--- config.mk ---
export PLATFORM = sky130hd
export DESIGN_NAME = load_current_alarm_monitor
export DESIGN_NICKNAME = d
export VERILOG_FILES = /design/src/load_current_alarm_monitor.v
export VERILOG_INCLUDE_DIRS = /design/src /design/src/pkg
export SDC_FILE = /design/constraint.sdc
export NUM_CORES = 1
export LEC_CHECK = 0
export ABC_AREA = 1
export CORE_ASPECT_RATIO = 0.5
export CORE_MARGIN = 2
export CORE_UTILIZATION = 45
export CTS_CLUSTER_DIAMETER = 30
export DETAILED_ROUTE_END_ITERATION = 12
export DONT_BUFFER_PORTS = 1
export GPL_ROUTABILITY_DRIVEN = 0
export MAX_ROUTING_LAYER = met4
export PLACE_DENSITY_LB_ADDON = 0.2
export SLEW_MARGIN = 20
export SYNTH_ARGS = -nofsm -noshare
export SYNTH_HDL_FRONTEND = slang
export SYNTH_SLANG_ARGS = --single-unit
--- constraint.sdc ---
create_clock -name core_clk -period 22.3 [get_ports core_clk]
set_input_delay 4.46 -clock core_clk [delete_from_list [all_inputs] [get_ports core_clk]]
set_output_delay 4.46 -clock core_clk [all_outputs]
set_load 0.01 [all_outputs]
--- src/pkg/ct_alarm_defines.vh ---
`ifndef CT_ALARM_DEFINES_VH
`define CT_ALARM_DEFINES_VH

// =====================================================================
// Register byte offsets.
// =====================================================================
`define OFS_CTRL       8'h00
`define OFS_RANGE      8'h04
`define OFS_LOW_TH     8'h08
`define OFS_LEAK_TH    8'h0c
`define OFS_OVER_TH    8'h10
`define OFS_HYST       8'h14
`define OFS_ACK        8'h18
`define OFS_CURRENT    8'h1c
`define OFS_ALARM      8'h20
`define OFS_IRQ_STAT   8'h24
`define OFS_IRQ_MASK   8'h28

// =====================================================================
// Field positions and encodings.
// =====================================================================
`define CTRL_EN_BIT    0
`define CTRL_LAT_LO    1
`define LAT_NONE       2'h0
`define LAT_AUTO       2'h1
`define LAT_MAN        2'h2

// =====================================================================
// Reset values and limits (tenths of an amp for range).
// =====================================================================
`define RANGE_MAX      16'h03e8
`define RANGE_RST      16'h03e8
`define HYST_MAX       3'h5
`define HYST_RST       3'h2
`define TH_OFF         16'h0000
`endif

--- src/load_current_alarm_monitor.v ---
`timescale 1ns/10ps
`include "ct_alarm_defines.vh"

// =====================================================================
// Current transformer alarm monitor with AXI4-Lite registers.
// =====================================================================
module load_current_alarm_monitor (
  input  wire        core_clk,
  input  wire        sys_rst,
  input  wire        heatOutputOn,
  input  wire [15:0] sampleValue,
  input  wire        sampleValid,
  input  wire [7:0]  s_axi_awaddr,
  input  wire        s_axi_awvalid,
  output reg         s_axi_awready,
  input  wire [31:0] s_axi_wdata,
  input  wire [3:0]  s_axi_wstrb,
  input  wire        s_axi_wvalid,
  output reg         s_axi_wready,
  output reg  [1:0]  s_axi_bresp,
  output reg         s_axi_bvalid,
  input  wire        s_axi_bready,
  input  wire [7:0]  s_axi_araddr,
  input  wire        s_axi_arvalid,
  output reg         s_axi_arready,
  output reg  [31:0] s_axi_rdata,
  output reg  [1:0]  s_axi_rresp,
  output reg         s_axi_rvalid,
  input  wire        s_axi_rready,
  output reg         lowLoadAlarmFlag,
  output reg         leakage_alarm_flag,
  output reg         overcurrent_alarm_flag,
  output reg         irqOut
);

  // Configuration registers.
  reg        monitor_enable_reg;         // Monitoring enable.
  reg [1:0]  alarm_latch_mode_reg;       // Latch mode encoding.
  reg [15:0] transformer_full_scale_reg; // Range in tenths.
  reg [15:0] low_load_threshold_reg;     // Low-load threshold.
  reg [15:0] leakage_threshold_reg;      // Leakage threshold.
  reg [15:0] overcurrent_threshold_reg;  // Over-current threshold.
  reg [2:0]  hystPct_reg;                // Hysteresis percent.
  reg [15:0] loadCurrent_reg;            // Last load-current sample.
  reg [15:0] leakage_current_value_reg;  // Last leakage sample.
  reg [2:0]  cond_reg;                   // Raw conditions with hysteresis.
  reg [2:0]  ackSeen_reg;                // Acknowledge seen while latched.
  reg [2:0]  irqStat_reg;                // Sticky event bits.
  reg [2:0]  irqMask_reg;                // Interrupt mask.
  reg        awHeld_reg;                 // Write address captured.
  reg        wHeld_reg;                  // Write data captured.
  reg [7:0]  awAddr_reg;                 // Captured write address.
  reg [31:0] wData_reg;                  // Captured write data.
  reg [3:0]  wStrb_reg;                  // Captured strobes.

  // Hysteresis margin = range * pct / 100; the quotient never needs more than 16 bits.
  wire [18:0] rangePct   = transformer_full_scale_reg * hystPct_reg;
  wire [18:0] marginWide = rangePct / 19'd100;  // Full-width quotient.
  wire [15:0] hystMargin = marginWide[15:0];

  // Merge strobed bytes into an old value.
  function [31:0] mergeBytes;
    input [31:0] oldV;
    input [31:0] newV;
    input [3:0]  strb;
    integer i;
    begin
      mergeBytes = oldV;
      for (i = 0; i < 4; i = i + 1) begin
        if (strb[i]) begin
          mergeBytes[i*8 +: 8] = newV[i*8 +: 8];
        end
      end
    end
  endfunction

  // Known-register decode, used by both channels.
  function isMapped;
    input [7:0] a;
    begin
      isMapped = (a[1:0] == 2'h0) && (a <= `OFS_IRQ_MASK);
    end
  endfunction

  // Strobe-merged views of the words that honour byte strobes.
  wire [31:0] ctrlMerged  = mergeBytes({29'h0, alarm_latch_mode_reg, monitor_enable_reg},
                                       wData_reg, wStrb_reg);
  wire [31:0] rangeMerged = mergeBytes({16'h0, transformer_full_scale_reg}, wData_reg, wStrb_reg);

  // =====================================================================
  // Alarm condition evaluation.
  // =====================================================================
  wire [2:0] flagsNow = {overcurrent_alarm_flag, leakage_alarm_flag, lowLoadAlarmFlag};
  wire        doWrite  = awHeld_reg && wHeld_reg && !s_axi_bvalid;
  wire        ackWrite = doWrite && (awAddr_reg == `OFS_ACK) && wStrb_reg[0] && wData_reg[0];
  wire [15:0] lastCur  = heatOutputOn ? loadCurrent_reg : leakage_current_value_reg;
  wire [16:0] lowExit  = {1'b0, low_load_threshold_reg} + {1'b0, hystMargin};
  wire [2:0]  condNext;
  // An ack is remembered while the flag stands, so it may come before the clear.
  wire [2:0]  ackNow    = ackSeen_reg | {3{ackWrite}};       // Acks seen so far.
  wire [2:0]  autoFlags = condNext | (flagsNow & ~ackNow);   // Auto-latch next flags.
  // Entry uses the bare threshold; exit needs the margin.
  assign condNext[0] = (low_load_threshold_reg != `TH_OFF) &&
                       (cond_reg[0] ? ({1'b0, loadCurrent_reg} < lowExit)
                                    : (loadCurrent_reg < low_load_threshold_reg));
  assign condNext[1] = (leakage_threshold_reg != `TH_OFF) &&
                       (cond_reg[1] ? ({1'b0, leakage_current_value_reg} + {1'b0, hystMargin} >
                                       {1'b0, leakage_threshold_reg})
                                    : (leakage_current_value_reg >
                                       leakage_threshold_reg));
  assign condNext[2] = (overcurrent_threshold_reg != `TH_OFF) &&
                       (cond_reg[2] ? ({1'b0, lastCur} + {1'b0, hystMargin} >
                                       {1'b0, overcurrent_threshold_reg})
                                    : (lastCur > overcurrent_threshold_reg));

  // Sampling and alarm state process.
  always @(posedge core_clk) begin
    if (sys_rst) begin
      loadCurrent_reg           <= 16'h0000;
      leakage_current_value_reg <= 16'h0000;
      cond_reg                  <= 3'h0;
      ackSeen_reg               <= 3'h0;
      lowLoadAlarmFlag          <= 1'b0;
      leakage_alarm_flag        <= 1'b0;
      overcurrent_alarm_flag    <= 1'b0;
    end else if (!monitor_enable_reg) begin
      // Disabled monitoring drops every alarm, condition and ack, and holds the samples.
      cond_reg               <= 3'h0;
      ackSeen_reg            <= 3'h0;
      lowLoadAlarmFlag       <= 1'b0;
      leakage_alarm_flag     <= 1'b0;
      overcurrent_alarm_flag <= 1'b0;
    end else begin
      // Route the sample by output state.
      if (sampleValid && heatOutputOn) begin
        loadCurrent_reg <= sampleValue;
      end else if (sampleValid) begin
        leakage_current_value_reg <= sampleValue;
      end
      cond_reg <= condNext;
      // Latching per mode; acknowledge covers all three.
      case (alarm_latch_mode_reg)
        `LAT_AUTO: begin
          // Release needs a clear condition and an ack, in either order.
          ackSeen_reg <= ackNow & autoFlags;
          {overcurrent_alarm_flag, leakage_alarm_flag, lowLoadAlarmFlag} <=
            autoFlags;
        end
        `LAT_MAN: begin
          // Held until ack; ack while condition active is ignored.
          ackSeen_reg <= 3'h0;
          {overcurrent_alarm_flag, leakage_alarm_flag, lowLoadAlarmFlag} <=
            condNext | (flagsNow & ~{3{ackWrite}});
        end
        default: begin
          ackSeen_reg <= 3'h0;
          {overcurrent_alarm_flag, leakage_alarm_flag, lowLoadAlarmFlag} <= condNext;
        end
      endcase
    end
  end

  // =====================================================================
  // Interrupt status, mask and output.
  // =====================================================================
  reg  [2:0] cond_prev; // Flags one cycle earlier.
  wire       rdTake   = s_axi_arvalid && s_axi_arready;
  wire [2:0] riseEv   = {overcurrent_alarm_flag, leakage_alarm_flag, lowLoadAlarmFlag} &
                        ~cond_prev;

  // Sticky bits; a set in the clear cycle wins.
  always @(posedge core_clk) begin
    if (sys_rst) begin
      cond_prev   <= 3'h0;
      irqStat_reg <= 3'h0;
      irqOut      <= 1'b0;
    end else begin
      cond_prev <= flagsNow;
      if (rdTake && s_axi_araddr == `OFS_IRQ_STAT) begin
        irqStat_reg <= riseEv;
      end else begin
        irqStat_reg <= irqStat_reg | riseEv;
      end
      irqOut <= |((irqStat_reg | riseEv) & irqMask_reg);
    end
  end

  // =====================================================================
  // AXI4-Lite write channel.
  // =====================================================================
  // Captures address and data in either order, then writes once.
  always @(posedge core_clk) begin
    if (sys_rst) begin
      s_axi_awready              <= 1'b1;
      s_axi_wready               <= 1'b1;
      s_axi_bvalid               <= 1'b0;
      s_axi_bresp                <= 2'h0;
      awHeld_reg                 <= 1'b0;
      wHeld_reg                  <= 1'b0;
      awAddr_reg                 <= 8'h00;
      wData_reg                  <= 32'h00000000;
      wStrb_reg                  <= 4'h0;
      monitor_enable_reg         <= 1'b0;
      alarm_latch_mode_reg       <= `LAT_NONE;
      transformer_full_scale_reg <= `RANGE_RST;
      low_load_threshold_reg     <= `TH_OFF;
      leakage_threshold_reg      <= `TH_OFF;
      overcurrent_threshold_reg  <= `TH_OFF;
      hystPct_reg                <= `HYST_RST;
      irqMask_reg                <= 3'h0;
    end else begin
      if (s_axi_awvalid && s_axi_awready) begin
        awAddr_reg    <= s_axi_awaddr;
        awHeld_reg    <= 1'b1;
        s_axi_awready <= 1'b0;
      end
      if (s_axi_wvalid && s_axi_wready) begin
        wData_reg    <= s_axi_wdata;
        wStrb_reg    <= s_axi_wstrb;
        wHeld_reg    <= 1'b1;
        s_axi_wready <= 1'b0;
      end
      if (doWrite) begin
        s_axi_bvalid <= 1'b1;
        s_axi_bresp  <= isMapped(awAddr_reg) ? 2'h0 : 2'h2;
        // Settings other than enable are locked while disabled.
        if (awAddr_reg == `OFS_CTRL && monitor_enable_reg) begin
          // Enabled: enable and latch mode both follow the strobed bytes.
          {alarm_latch_mode_reg, monitor_enable_reg} <= ctrlMerged[2:0];
        end else if (awAddr_reg == `OFS_CTRL) begin
          // Disabled: only the enable bit may change.
          if (wStrb_reg[0]) begin
            monitor_enable_reg <= wData_reg[0];
          end
        end else if (monitor_enable_reg) begin
          case (awAddr_reg)
            `OFS_RANGE: begin
              // The whole merged word is range-checked so high bits cannot alias.
              if (rangeMerged <= {16'h0, `RANGE_MAX}) begin
                transformer_full_scale_reg <= rangeMerged[15:0];
              end
            end
            `OFS_LOW_TH: begin
              if (wData_reg <= {16'h0, `RANGE_MAX}) begin
                low_load_threshold_reg <= wData_reg[15:0];
              end
            end
            `OFS_LEAK_TH: begin
              if (wData_reg <= {16'h0, `RANGE_MAX}) begin
                leakage_threshold_reg <= wData_reg[15:0];
              end
            end
            `OFS_OVER_TH: begin
              if (wData_reg <= {16'h0, `RANGE_MAX}) begin
                overcurrent_threshold_reg <= wData_reg[15:0];
              end
            end
            `OFS_HYST: begin
              if (wData_reg <= {29'h0, `HYST_MAX}) begin
                hystPct_reg <= wData_reg[2:0];
              end
            end
            `OFS_IRQ_MASK: begin
              irqMask_reg <= wData_reg[2:0];
            end
            default: begin
              irqMask_reg <= irqMask_reg;
            end
          endcase
        end
      end
      if (s_axi_bvalid && s_axi_bready) begin
        s_axi_bvalid  <= 1'b0;
        awHeld_reg    <= 1'b0;
        wHeld_reg     <= 1'b0;
        s_axi_awready <= 1'b1;
        s_axi_wready  <= 1'b1;
      end
    end
  end

  // =====================================================================
  // AXI4-Lite read channel.
  // =====================================================================
  // Takes one read, answers the next cycle, holds until rready.
  always @(posedge core_clk) begin
    if (sys_rst) begin
      s_axi_arready <= 1'b1;
      s_axi_rvalid  <= 1'b0;
      s_axi_rdata   <= 32'h00000000;
      s_axi_rresp   <= 2'h0;
    end else begin
      if (rdTake) begin
        s_axi_arready <= 1'b0;
        s_axi_rvalid  <= 1'b1;
        s_axi_rresp   <= isMapped(s_axi_araddr) ? 2'h0 : 2'h2;
        case (s_axi_araddr)
          `OFS_CTRL:     s_axi_rdata <= {29'h0, alarm_latch_mode_reg, monitor_enable_reg};
          `OFS_RANGE:    s_axi_rdata <= {16'h0, transformer_full_scale_reg};
          `OFS_LOW_TH:   s_axi_rdata <= {16'h0, low_load_threshold_reg};
          `OFS_LEAK_TH:  s_axi_rdata <= {16'h0, leakage_threshold_reg};
          `OFS_OVER_TH:  s_axi_rdata <= {16'h0, overcurrent_threshold_reg};
          `OFS_HYST:     s_axi_rdata <= {29'h0, hystPct_reg};
          `OFS_CURRENT:  s_axi_rdata <= {leakage_current_value_reg, loadCurrent_reg};
          `OFS_ALARM:    s_axi_rdata <= {29'h0, flagsNow};
          `OFS_IRQ_STAT: s_axi_rdata <= {29'h0, irqStat_reg};
          `OFS_IRQ_MASK: s_axi_rdata <= {29'h0, irqMask_reg};
          default:       s_axi_rdata <= 32'h00000000;
        endcase
      end else if (s_axi_rvalid && s_axi_rready) begin
        s_axi_rvalid  <= 1'b0;
        s_axi_arready <= 1'b1;
      end
    end
  end

endmodule // load_current_alarm_monitor

==> metrics.md <==
| Metric | Value |
|---|---|
| DR pass1 iterations | `5` |
| Most frequent cells in the layout | `413 x nand2_1, 320 x inv_1, 213 x a21oi_1` |
| Worst R2R Setup Slack | `8870 ps` |
| Synth Area per Inst | `6.91 um^2` |
| Most frequent CP cell | `nand2_4` |
| HP Class | `reg2reg` |
| Cells after synthesis | `2248` |
| Worst path slowest cell | `o21ai_0` |
| Num CTS Buffers | `38` |
| Max-slew violation count | `0` |
| First DRT Iteration DRCs | `1690` |
| Routed wire length | `50400 um` |
| Status | `complete, no violations` |
| Cell area after synthesis | `0.0155 mm^2` |
| GR Util met1 | `41.5%` |
| Largest stage delay, worst path | `730 ps` |
| #FFs+latches synth | `206` |
| Layout area overhead | `10.7%` |
| Clock sink count | `206` |
| Die Wd | `267 um` |
| Post-CTS Setup Inserts | `0` |
| Worst vdd ir | `71.0 uV` |
| Largest net degree at the start of global routing | `130` |
| DRC Markers | `0` |
| Rel. slew slack | `25.3%` |
| Main flop type after synthesis | `dfxtp_1` |
| Std cell rows | `48` |
| Worst setup path startpoint | `hystPct_reg[1]` |
| Reg-to-reg critical path startpoint | `hystPct_reg[1]` |
| GR Layer Usage met2 | `39.6%` |
| Final Cycle Share | `60.2%` |
| Synthesis Warnings | `0` |
| Worst-skew pair later-pin latency | `520 ps` |
| Final Hold Fails | `0` |
| GR Util met3 | `5.22%` |
| Clock share of power | `57.5%` |
| Port Buffer Count | `0` |
| Most Used Layer, Global Route | `met1` |
| Async SR Flop Fraction | `0%` |
| Chip height | `135 um` |
| Crit Path Class | `reg2reg` |
| Critical path peak fanout | `18` |
| Die area | `0.0361 mm^2` |
| Worst Path Required | `22710 ps` |
| CP startpoint kind | `flop` |
| Post-cts resize count | `0` |
| # IOs | `122` |
| Slew @ Worst Pin | `1110 ps` |
| Synth unique cells | `58` |
| Cell Int Power | `0.763 mW` |
| Crit path time final | `13430 ps` |
| Clock transition at path regs | `60 ps` |
| Max Freq | `0.0745 GHz` |
| Placement-stage cell area | `0.0159 mm^2` |
| Unrepaired setup endpoints after global routing | `no` |
| Commonest non-fill, non-tap cell in the layout | `nand2_1` |
| Static leakage | `8.05 nW` |
| Final ANT Viol Nets | `0` |
| DR vias/cell | `5.61` |
| Critical Path AT | `13840 ps` |
| CP endpoint | `lowLoadAlarmFlag` |
| Clk_skew | `17.2 ps` |
| R2R depth | `92` |
| Vias in the first global route | `13600` |
| CTS H-tree depth | `2` |
| Gr usage total | `28.5%` |
| Setup_tns | `0 ps` |
| Initial Utilization | `45.4%` |
| Share of post-route cells with drive strength above 1 | `8.11%` |
| Via count | `15200` |
| Final setup fails | `0` |
| Nets | `2476` |
| Combinational power share | `4.3%` |
| Sw Pwr | `0.249 mW` |
| Register area share after synthesis | `26.5%` |
| Overall power | `1.01 mW` |
| Reg-to-Reg End | `lowLoadAlarmFlag` |
| Pwr dens | `58.8 mW/mm^2` |
| EDFF count, synth | `0` |
| CTS tree | `yes` |
| Antenna diode count | `0` |
| Routed length per placed instance | `18.6 um` |
| Hold Buf Count CTS | `0` |
| Max-cap violations | `0` |
| Sw Share | `24.6%` |
| CP Capture Type | `flop` |
| Core area | `0.0342 mm^2` |
| Design area | `0.0172 mm^2` |
| Bufs on Longest Clock Path | `3` |
| Total gr overflow | `0` |
| Global-route wire length before repair | `77700 um` |
| Clock Tree Root | `clkbuf_16` |
| Post-DP HPWL | `39100 um` |
| Initial antenna violation count | `0` |
| Sequential share of power | `38.2%` |
-- per-layer routing --
layer | vias up | wire length, um
li1 | 7520 | -
met2 | 614 | 19900
met4 | 0 | 1510
met1 | 6962 | 24100
met5 | - | 0
met3 | 85 | 4800
-- synth_stat cells, types with 3 or more instances --
cell / number / area, um^2
a21o_1: 4 / 30.0
o21ai_0: 205 / 1030
fa_1: 18 / 360
nor2_4: 5 / 56.3
a22o_1: 3 / 26.3
a31oi_1: 3 / 18.8
o22ai_1: 23 / 144
nor2_2: 7 / 43.8
nand4_1: 41 / 257
o221ai_1: 17 / 149
nor2_1: 142 / 533
a21oi_1: 213 / 1070
clkinv_1: 3 / 11.3
o21bai_1: 23 / 173
nand3_2: 8 / 80.1
nand2_1: 413 / 1550
a21boi_0: 3 / 22.5
dfxtp_1: 206 / 4120
inv_1: 321 / 1200
nand2_2: 32 / 200
nand3b_1: 5 / 37.5
ha_1: 153 / 1910
xor2_1: 43 / 377
a211oi_1: 10 / 75.1
nand3_1: 108 / 541
inv_2: 14 / 52.6
nand4_2: 4 / 50.1
or2_2: 5 / 31.3
buf_1: 4 / 15.0
nor3_1: 42 / 210
clkbuf_1: 62 / 233
o211ai_1: 19 / 143
xnor2_1: 10 / 87.6
o21ai_1: 8 / 40.0
nor4_1: 17 / 106
nand2_4: 23 / 259
-- layout make-up --
cell class	instances	area, um^2
clock inverters	24	254
multi-input cells	1637	9900
repair buffers	7	56.3
fillers	3404	17000
clock buffers	44	1040
flip-flops and latches	206	4120
inverters	338	1270
well taps	450	563
-- metrics by stage --
step	hold slack [ps]	worst slack (ps)	util, %	instances
after floorplan	431	11140	-	2249
after global placement	443	9550	46.5	2638
after detailed placement	451	9140	46.5	2638
after CTS	457	9120	50.2	2706
after global routing	493	7600	50.2	2706
final	456	8870	50.2	2706
-- power groups by stage --
| stage | Clock (mW) | Sequential [mW] | Combinational [mW] |
|---|---|---|---|
| floorplan | 0 | 0.389 | 0.0352 |
| global placement | 0 | 0.393 | 0.0423 |
| detailed placement | 0 | 0.393 | 0.0429 |
| CTS | 0.586 | 0.386 | 0.0432 |
| global route | 0.605 | 0.387 | 0.0495 |
| finish | 0.581 | 0.386 | 0.0439 |
-- kinds of logic after synthesis --
logic type,Yosys count,synth area share (%)
other,1,0.0241
AOI/OAI and AO/OA,550,19.8
adders and majority gates,171,14.6
DFF,206,26.5
and+or+nand+nor,861,26.2
buffers and inverters,406,9.85
xor gates and xnor gates,53,2.99
-- worst max-delay path: cells and delay by family, from the launching register on --
family	cells	cell delay, ps
AO/OA/AOI/OAI	12	2940
XOR/XNOR	1	110
adder cells (fa/ha/maj)	6	1740
buffers and inverters	7	510
flip-flops	1	720
AND/OR/NAND/NOR	66	7230
-- worst min path at each step --
stage | from | end | depth (start not counted)
final | awHeld_reg | awHeld_reg | 2
after global routing | awHeld_reg | awHeld_reg | 2
after CTS | awHeld_reg | awHeld_reg | 2
after detailed placement | awHeld_reg | awHeld_reg | 2
after global placement | awHeld_reg | awHeld_reg | 2
after floorplan | awHeld_reg | awHeld_reg | 2
Note: power is estimated with default switching activity, not from simulation.
